--- config.mk ---
export PLATFORM = sky130hd
export DESIGN_NAME = pmc_power_mode_control
export DESIGN_NICKNAME = d
export VERILOG_FILES = /design/src/logic/pmc_pkg.sv /design/src/logic/pmc_wake_filter.sv /design/src/logic/pmc_power_mode_control.sv
export SDC_FILE = /design/constraint.sdc
export NUM_CORES = 1
export LEC_CHECK = 0
export BUFFER_PORTS_ARGS = -buffer_cell sky130_fd_sc_hd__buf_2
export CORE_MARGIN = 2
export CORE_UTILIZATION = 36
export CTS_BUF_LIST = sky130_fd_sc_hd__clkbuf_4
export DETAILED_ROUTE_END_ITERATION = 12
export PLACE_DENSITY = 0.67
export SYNTH_ARGS = -nofsm -noshare
export SYNTH_HDL_FRONTEND = slang
export SYNTH_SLANG_ARGS = --single-unit
--- constraint.sdc ---
create_clock -name sys_clk -period 1.97 [get_ports sys_clk]
set_input_delay 0.197 -clock sys_clk [delete_from_list [all_inputs] [get_ports sys_clk]]
set_output_delay 0.197 -clock sys_clk [all_outputs]
set_load 0.01 [all_outputs]
--- src/logic/pmc_pkg.sv ---
// Package for the power-mode controller: register addresses, field
// positions, reset values and the mode enumeration.
// Assumes an 8-bit special-function-register bus on the CPU side.
`default_nettype none
package pmc_pkg;
  // ------------------------------------------------------------------
  // Register addresses and layout
  // ------------------------------------------------------------------
  localparam logic [7:0] ADDR_POWER_MODE_CONTROL = 8'h87;
  localparam logic [7:0] ADDR_REGULATOR_CONTROL  = 8'hC9;
  localparam int         BIT_IDLE_SELECT         = 0;
  localparam int         BIT_STOP_SELECT         = 1;
  localparam int         BIT_STOP_CONFIG         = 3;
  localparam int         FLAGS_LSB               = 2;
  localparam int         FLAGS_WIDTH             = 6;
  localparam logic [5:0] FLAGS_RESET             = 6'h00;
  localparam logic [7:0] READ_ZERO               = 8'h00;
  localparam logic       STOP_CONFIG_RESET       = 1'b0;

  // ------------------------------------------------------------------
  // Power modes
  // ------------------------------------------------------------------
  typedef enum logic [1:0] {
    PMC_RUN,
    PMC_IDLE,
    PMC_STOP
  } pmc_mode_type;
endpackage
`default_nettype wire

--- src/logic/pmc_wake_filter.sv ---
// Reset-source gate: decides which reset sources may end a power mode.
// Assumes all reset requests are already synchronous to sys_clk.
`default_nettype none
module pmc_wake_filter (
  // Configuration and mode
  input  wire logic inStop,
  input  wire logic regulatorOff,
  // Reset sources
  input  wire logic pinReset,
  input  wire logic watchdogReset,
  input  wire logic missingClockReset,
  input  wire logic otherReset,
  // Result
  output logic      anyReset
);
  logic internalReset;

  assign internalReset = watchdogReset | missingClockReset | otherReset;

  // With the regulator shut down in stop, internal sources have no
  // supply, so only the pin can end stop.
  assign anyReset = pinReset |
                    (internalReset & ~(inStop & regulatorOff));
endmodule
`default_nettype wire

--- src/logic/pmc_power_mode_control.sv ---
// Power-mode controller: holds the power control and regulator control
// registers and runs the idle and stop modes of the CPU.
// Assumes a CPU core that reports instruction completion and obeys halt.
// What this block does
// - Setting idle select halts the CPU after the writing instruction ends.
// - In idle, registers and memory hold; peripherals and clocks run.
// - An enabled interrupt in idle clears idle and restarts the CPU.
// - After the interrupt returns, execution resumes after the idle write.
// - A reset in idle performs a normal reset from address zero.
// - An enabled watchdog runs in idle and its reset ends idle.
// - Setting stop select enters stop after the writing instruction ends.
// - Stop halts oscillator, CPU, digital peripherals, timers, interrupts.
// - Only a reset ends stop; interrupts never wake it.
// - An enabled missing clock detector reset ends stop.
// - Stop config 0 keeps regulator on; 1 allows only pin reset.
// - Idle and stop select bits always read as zero.
// - Bits 7 to 2 are plain software flags, cleared at reset.
`default_nettype none
module pmc_power_mode_control (
  // Clock and reset
  input  wire logic       sys_clk,
  input  wire logic       sys_rst,
  // Register port
  input  wire logic [7:0] regAddr,
  input  wire logic       regWrite,
  input  wire logic [7:0] regWriteData,
  input  wire logic       regRead,
  output logic      [7:0] regReadData,
  // CPU core
  input  wire logic       instrDone,
  input  wire logic       interruptPending,
  output logic            cpuHalt,
  output logic            oscStop,
  output logic            periphClockStop,
  output logic            regulatorShutdown,
  // Reset sources
  input  wire logic       pinReset,
  input  wire logic       watchdogReset,
  input  wire logic       missingClockReset,
  input  wire logic       otherReset,
  output logic            deviceReset
);
  // ------------------------------------------------------------------
  // Registers
  // ------------------------------------------------------------------
  pmc_pkg::pmc_mode_type modeQ;
  logic [5:0] flagsQ;
  logic       stopConfigQ;
  logic       idleReqQ;
  logic       stopReqQ;
  logic       wakeReset;
  logic       pcWrite;
  logic       rcWrite;

  assign pcWrite = regWrite && (regAddr == pmc_pkg::ADDR_POWER_MODE_CONTROL);
  assign rcWrite = regWrite && (regAddr == pmc_pkg::ADDR_REGULATOR_CONTROL);

  always_ff @(posedge sys_clk or posedge sys_rst) begin
    if (sys_rst) begin
      flagsQ <= pmc_pkg::FLAGS_RESET;
    end else if (pcWrite) begin
      flagsQ <= regWriteData[pmc_pkg::FLAGS_LSB +:
                             pmc_pkg::FLAGS_WIDTH];
    end
  end

  // Reserved regulator bits are not stored; software keeps them at reset.
  always_ff @(posedge sys_clk or posedge sys_rst) begin
    if (sys_rst) begin
      stopConfigQ <= pmc_pkg::STOP_CONFIG_RESET;
    end else if (rcWrite) begin
      stopConfigQ <= regWriteData[pmc_pkg::BIT_STOP_CONFIG];
    end
  end

  always_ff @(posedge sys_clk or posedge sys_rst) begin
    if (sys_rst) begin
      regReadData <= pmc_pkg::READ_ZERO;
    end else if (regRead) begin
      if (regAddr == pmc_pkg::ADDR_POWER_MODE_CONTROL) begin
        regReadData <= {flagsQ, 2'b00};
      end else if (regAddr == pmc_pkg::ADDR_REGULATOR_CONTROL) begin
        regReadData <= {4'h0, stopConfigQ, 3'h0};
      end else begin
        regReadData <= pmc_pkg::READ_ZERO;
      end
    end
  end

  // ------------------------------------------------------------------
  // Mode requests and the mode machine
  // ------------------------------------------------------------------
  // A request waits for the writing instruction to retire; stop wins if
  // both select bits are written together.
  always_ff @(posedge sys_clk or posedge sys_rst) begin
    if (sys_rst) begin
      idleReqQ <= 1'b0;
      stopReqQ <= 1'b0;
    end else if (pcWrite) begin
      idleReqQ <= regWriteData[pmc_pkg::BIT_IDLE_SELECT];
      stopReqQ <= regWriteData[pmc_pkg::BIT_STOP_SELECT];
    end else if (instrDone) begin
      idleReqQ <= 1'b0;
      stopReqQ <= 1'b0;
    end
  end

  pmc_wake_filter uWake (
    .inStop            (modeQ == pmc_pkg::PMC_STOP),
    .regulatorOff      (stopConfigQ),
    .pinReset          (pinReset),
    .watchdogReset     (watchdogReset),
    .missingClockReset (missingClockReset),
    .otherReset        (otherReset),
    .anyReset          (wakeReset)
  );

  // Resets leave through deviceReset; the wake reset itself returns the
  // mode to run in the same cycle so the CPU restarts from address zero.
  always_ff @(posedge sys_clk or posedge sys_rst) begin
    if (sys_rst) begin
      modeQ <= pmc_pkg::PMC_RUN;
    end else begin
      case (modeQ)
        pmc_pkg::PMC_RUN: begin
          if (instrDone && stopReqQ) begin
            modeQ <= pmc_pkg::PMC_STOP;
          end else if (instrDone && idleReqQ) begin
            modeQ <= pmc_pkg::PMC_IDLE;
          end
        end
        pmc_pkg::PMC_IDLE: begin
          // Clearing the mode on an interrupt resumes the held program counter; a wake reset restarts from address zero.
          if (wakeReset) begin
            modeQ <= pmc_pkg::PMC_RUN;
          end else if (interruptPending) begin
            modeQ <= pmc_pkg::PMC_RUN;
          end
        end
        pmc_pkg::PMC_STOP: begin
          if (wakeReset) begin
            modeQ <= pmc_pkg::PMC_RUN;
          end
        end
        default: modeQ <= pmc_pkg::PMC_RUN;
      endcase
    end
  end

  // ------------------------------------------------------------------
  // Outputs
  // ------------------------------------------------------------------
  // Idle gates only the CPU clock; peripherals and clocks run on.
  always_ff @(posedge sys_clk or posedge sys_rst) begin
    if (sys_rst) begin
      cpuHalt           <= 1'b0;
      oscStop           <= 1'b0;
      periphClockStop   <= 1'b0;
      regulatorShutdown <= 1'b0;
      deviceReset       <= 1'b0;
    end else begin
      cpuHalt         <= (modeQ != pmc_pkg::PMC_RUN) && !wakeReset &&
                         !((modeQ == pmc_pkg::PMC_IDLE) &&
                           interruptPending);
      oscStop         <= (modeQ == pmc_pkg::PMC_STOP) && !wakeReset;
      periphClockStop <= (modeQ == pmc_pkg::PMC_STOP) && !wakeReset;
      regulatorShutdown <= (modeQ == pmc_pkg::PMC_STOP) && stopConfigQ &&
                           !wakeReset;
      deviceReset     <= wakeReset;
    end
  end

  // ------------------------------------------------------------------
  // Checks
  // ------------------------------------------------------------------
  // Wake events may be one-cycle pulses, so the halt check looks at the
  // events of the cycle that launched the halt output.
  property p_idle_entry;
    @(posedge sys_clk) disable iff (sys_rst)
      (modeQ == pmc_pkg::PMC_RUN && instrDone && idleReqQ && !stopReqQ)
      |=> (modeQ == pmc_pkg::PMC_IDLE)
          ##1 (cpuHalt || $past(interruptPending) || $past(wakeReset));
  endproperty
  a_idle_entry: assert property (p_idle_entry)
    else $error("idle missed");

  property p_stop_entry;
    @(posedge sys_clk) disable iff (sys_rst)
      (modeQ == pmc_pkg::PMC_RUN && instrDone && stopReqQ)
      |=> modeQ == pmc_pkg::PMC_STOP;
  endproperty
  a_stop_entry: assert property (p_stop_entry)
    else $error("stop missed");

  property p_idle_irq_wake;
    @(posedge sys_clk) disable iff (sys_rst)
      (modeQ == pmc_pkg::PMC_IDLE && interruptPending)
      |=> modeQ == pmc_pkg::PMC_RUN ##0 !cpuHalt;
  endproperty
  a_idle_irq_wake: assert property (p_idle_irq_wake)
    else $error("no wake");

  property p_stop_irq_ignored;
    @(posedge sys_clk) disable iff (sys_rst)
      (modeQ == pmc_pkg::PMC_STOP && !wakeReset)
      |=> modeQ == pmc_pkg::PMC_STOP;
  endproperty
  a_stop_irq_ignored: assert property (p_stop_irq_ignored)
    else $error("stop left");

  property p_reset_out;
    @(posedge sys_clk) disable iff (sys_rst)
      wakeReset |=> deviceReset && !cpuHalt;
  endproperty
  a_reset_out: assert property (p_reset_out)
    else $error("reset lost");

  property p_pin_only;
    @(posedge sys_clk) disable iff (sys_rst)
      (modeQ == pmc_pkg::PMC_STOP && stopConfigQ && !pinReset)
      |=> !deviceReset;
  endproperty
  a_pin_only: assert property (p_pin_only)
    else $error("gated reset");

  property p_mcd_wakes;
    @(posedge sys_clk) disable iff (sys_rst)
      (modeQ == pmc_pkg::PMC_STOP && !stopConfigQ && missingClockReset)
      |=> deviceReset && modeQ == pmc_pkg::PMC_RUN;
  endproperty
  a_mcd_wakes: assert property (p_mcd_wakes)
    else $error("mcd ignored");

  property p_read_zero;
    @(posedge sys_clk) disable iff (sys_rst)
      (regRead && regAddr == pmc_pkg::ADDR_POWER_MODE_CONTROL)
      |=> regReadData[1:0] == 2'b00 && regReadData[7:2] == $past(flagsQ);
  endproperty
  a_read_zero: assert property (p_read_zero)
    else $error("bad read");

  property p_stop_outputs;
    @(posedge sys_clk) disable iff (sys_rst)
      (modeQ == pmc_pkg::PMC_STOP && !wakeReset)
      |=> oscStop && periphClockStop && cpuHalt;
  endproperty
  a_stop_outputs: assert property (p_stop_outputs)
    else $error("stop leak");

  c_idle: cover property (@(posedge sys_clk) modeQ == pmc_pkg::PMC_IDLE
                          ##1 modeQ == pmc_pkg::PMC_RUN);
  c_stop: cover property (@(posedge sys_clk) modeQ == pmc_pkg::PMC_STOP
                          ##1 deviceReset);
  c_cfg: cover property (@(posedge sys_clk) regulatorShutdown);
endmodule
`default_nettype wire

==> run_results.csv <==
group,metric,value,unit
clocking,cts_setup_buffers,0,
clocking,tritoncts.num_buffers,3,
power,sw_frac_of_total,0.2059,
min_path,hp-class,"input pin to asynchronous set/reset pin",
drt,dr_wl_met3,82,µm
timing,finalSetupTns,0,ns
synthesis,synth-compound-area-share,0.09686,
timing,finalCritPeriodShare,0.6068,
power,pwr-share-clk,0.295,
floorplanning,core.rowCount,18,
floorplanning,fp.dieH,54.48,µm
finish,fin_nets,133,
drt,drtAntennaViolNets,0,
synthesis,avgSynthCellArea,13.29,µm²
finish,area_delta_synth_final,23.74,%
setup_path,regToRegStartpoint,"modeQ[0]",
placement,dp_hpwl,1.338,mm
setup_path,startpoint,"modeQ[0]",
power,pwr-share-seq,0.628,
synthesis,ys_seq_area_frac,0.5730,
timing,hold_viol,0,
synthesis,synth_simple_gate_area_frac,0.1623,
setup_path,cp_max_fo,5,
setup_path,endpoint,"modeQ[0]",
setup_path,cp-end-kind,"flop",
drt,via_count,665,
clocking,cts_tree,"done",
global_route,grt_max_degree,22,
drt,drtIter0Drc,6,
synthesis,yosysTopAreaCellShare,0.5730,
drt,met2_length,856,µm
synthesis,synthMuxAreaShare,0.1105,
setup_path,required,2.20,ns
clocking,cts-root-buf,"clkbuf_4",
setup_path,crit_type,"flop to flop",
clocking,cts.sinks,21,
floorplanning,die-area,2968,µm²
setup_path,crit_path_start_kind,"flop",
drt,highest_layer,"met4",
timing,fmax,0.8366,GHz
clocking,cts_hold_buf,0,
drt,wirelength,1.595,mm
finish,layout-drive-gt1-share,0.5566,
power,power_per_cell_area,620.3,nW/µm²
setup_path,r2r_slack,0.77,ns
floorplanning,start_util,0.3736,
timing,slew_headroom,0.4975,
floorplanning,core,2455,µm²
clocking,htreeDepth,1,
timing,fin_crit,1.195,ns
drt,vias_per_cell,4.890,
floorplanning,ioPinCount,39,
setup_path,reg2reg_to,"modeQ[0]",
timing,skew,0.001265,ns
clocking,clk_path_buf_depth,2,
global_route,grt_use_total,0.1226,
global_route,grt_pass1_vias,635,
setup_path,critPathArrivalTime,1.42,ns
timing,grt_setup_unrepaired,"no",
synthesis,synth-seq-cells,21,
run_status,status,"finished, final reports clean",
finish,num-fill-cells,230,
global_route,antenna_found_initial,0,
placement,io_buffers,36,
power,comb_power_share,0.077,
clocking,clk_latency,0.29,ns
drt,drt_pass1_iterations,4,
power,ir_worst_vdd,331.8,µV
drt,wire_per_inst,11.73,µm
setup_path,r2r_cells,3,
synthesis,synthTopCellsByArea,"dfrtp_1 57%, mux2_2 11%, a22o_2 5.5%",
finish,antenna_cells,0,
synthesis,yosysTopAreaCell,"dfrtp_1",
clocking,cts_resized,0,
run,drv_cap,0,
synthesis,synth-adder-area-share,0,
placement,place_area,1105,µm²
timing,worst_slew_pin_slew,0.7530,ns
floorplanning,die_w,54.48,µm
power,power.internal,0.5591,mW
placement,gp_congestion,0.6620,
drt,drt-met1-wl,641,µm
power,power.switching,0.1449,mW
global_route,grt_pass1_wl,2.587,mm
power,p_leak,0.6090,nW
timing,maxSlewViolCount,0,
clocking,clk_pin_slew,0.11,ns
synthesis,synth.distinct_cells,24,
synthesis,syn-cell-area,917.1,µm²
synthesis,yosys_warnings,0,
synthesis,synth_top_family_by_area,"simple AND/OR/NAND/NOR gates",
finish,fin_area,1135,µm²
timing,setup-violations-final,0,
global_route,grt_overflow_total,0,
synthesis,syn_inst,69,
drt,drc,0,
synthesis,synthXorXnorAreaFrac,0,
[layer usage]
layer	up-vias	track usage
li1	319	-
met1	325	0.1421
met2	19	0.2129
met3	2	0.02459
met4	0	0.06250
met5	-	0
[cell type report]
class                   count  area, µm²  area share
well taps                  30      37.54     0.03308
multi-input cells          41      346.6      0.3054
inverters                   4      15.01     0.01323
clock buffers               4      30.03     0.02646
repair buffers             36      180.2      0.1588
flip-flops and latches     21      525.5      0.4631
[through the flow]
stage	util	setup WS, ns	power [mW]	hold WS [ns]	instances
after floorplan	-	0.8358	0.4757	0.1735	70
after global placement	0.4501	0.6951	0.5043	0.3624	132
after detailed placement	0.4501	0.6566	0.5065	0.3705	132
after CTS	0.4623	0.7536	0.7145	0.04737	136
after global routing	0.4623	0.7045	0.7440	0.05599	136
final	0.4623	0.7747	0.7040	0.02255	136
[worst min-delay path by stage]
stage / to / slack [ns] / from / cells past startpoint
3_5_place_dp: idleReqQ / 0.37 / sys_rst / 2
3_3_place_gp: idleReqQ / 0.36 / sys_rst / 2
5_1_grt: regulatorShutdown / 0.06 / pinReset / 2
2_1_floorplan: cpuHalt / 0.17 / sys_rst / 1
6_report: idleReqQ / 0.02 / sys_rst / 2
4_1_cts: flagsQ[5] / 0.05 / sys_rst / 2
[cells in the mapped netlist (all sizes together)]
library cell / count
and4bb: 3
a21o: 1
a22o: 5
o41a: 1
and3: 2
o21ai: 1
or4bb: 1
dfrtp: 21
nand3: 3
nand3b: 1
or3: 1
conb: 1
mux2: 9
a221o: 1
nor2b: 3
buf: 4
nand2: 1
inv: 4
nor2: 5
a21oi: 1
[registers in the layout, summed over array words and instances, names as in the netlist]
| register | count |
|---|---|
| stopConfigQ | 1 |
| cpuHalt | 1 |
| modeQ | 2 |
| deviceReset | 1 |
| flagsQ | 6 |
| regulatorShutdown | 1 |
| stopReqQ | 1 |
| idleReqQ | 1 |
| periphClockStop | 1 |
| regReadData | 6 |
[cell usage in the layout (no fill, tap or decap), types with 2 or more instances in the layout]
| master | netlist | routed |
|---|---|---|
| mux2_2 | 9 | 9 |
| inv_1 | 4 | 4 |
| a22o_2 | 5 | 5 |
| nand3_1 | 2 | 2 |
| and4bb_4 | 2 | 2 |
| clkbuf_4 | 0 | 4 |
| conb_1 | 1 | 2 |
| nor2b_1 | 3 | 3 |
| dfrtp_1 | 21 | 21 |
| nor2_1 | 5 | 5 |
| buf_2 | 0 | 36 |
[power by group through the flow]
stage / Combinational, mW / Sequential [mW] / Clock [mW]
floorplan: 0.0260 / 0.450 / 0
global placement: 0.0535 / 0.451 / 0
detailed placement: 0.0555 / 0.451 / 0
CTS: 0.0558 / 0.442 / 0.216
global route: 0.0624 / 0.443 / 0.238
finish: 0.0541 / 0.442 / 0.208
[cells by family (layout without fill, tap and decap cells)]
kind of cell	after synthesis	after routing
DFF	21	21
and+or+nand+nor	20	20
AOI/OAI and AO/OA	10	10
muxes	9	9
buffers and inverters	8	44
other	1	2
[worst max-delay path, cell delays in order, from the launching register on]
cell and delay (ns):
dfrtp_1 0.43, or4bb_1 0.50, o41a_1 0.12, nor2_1 0.09
No activity file was read; power rests on OpenSTA's default activity.
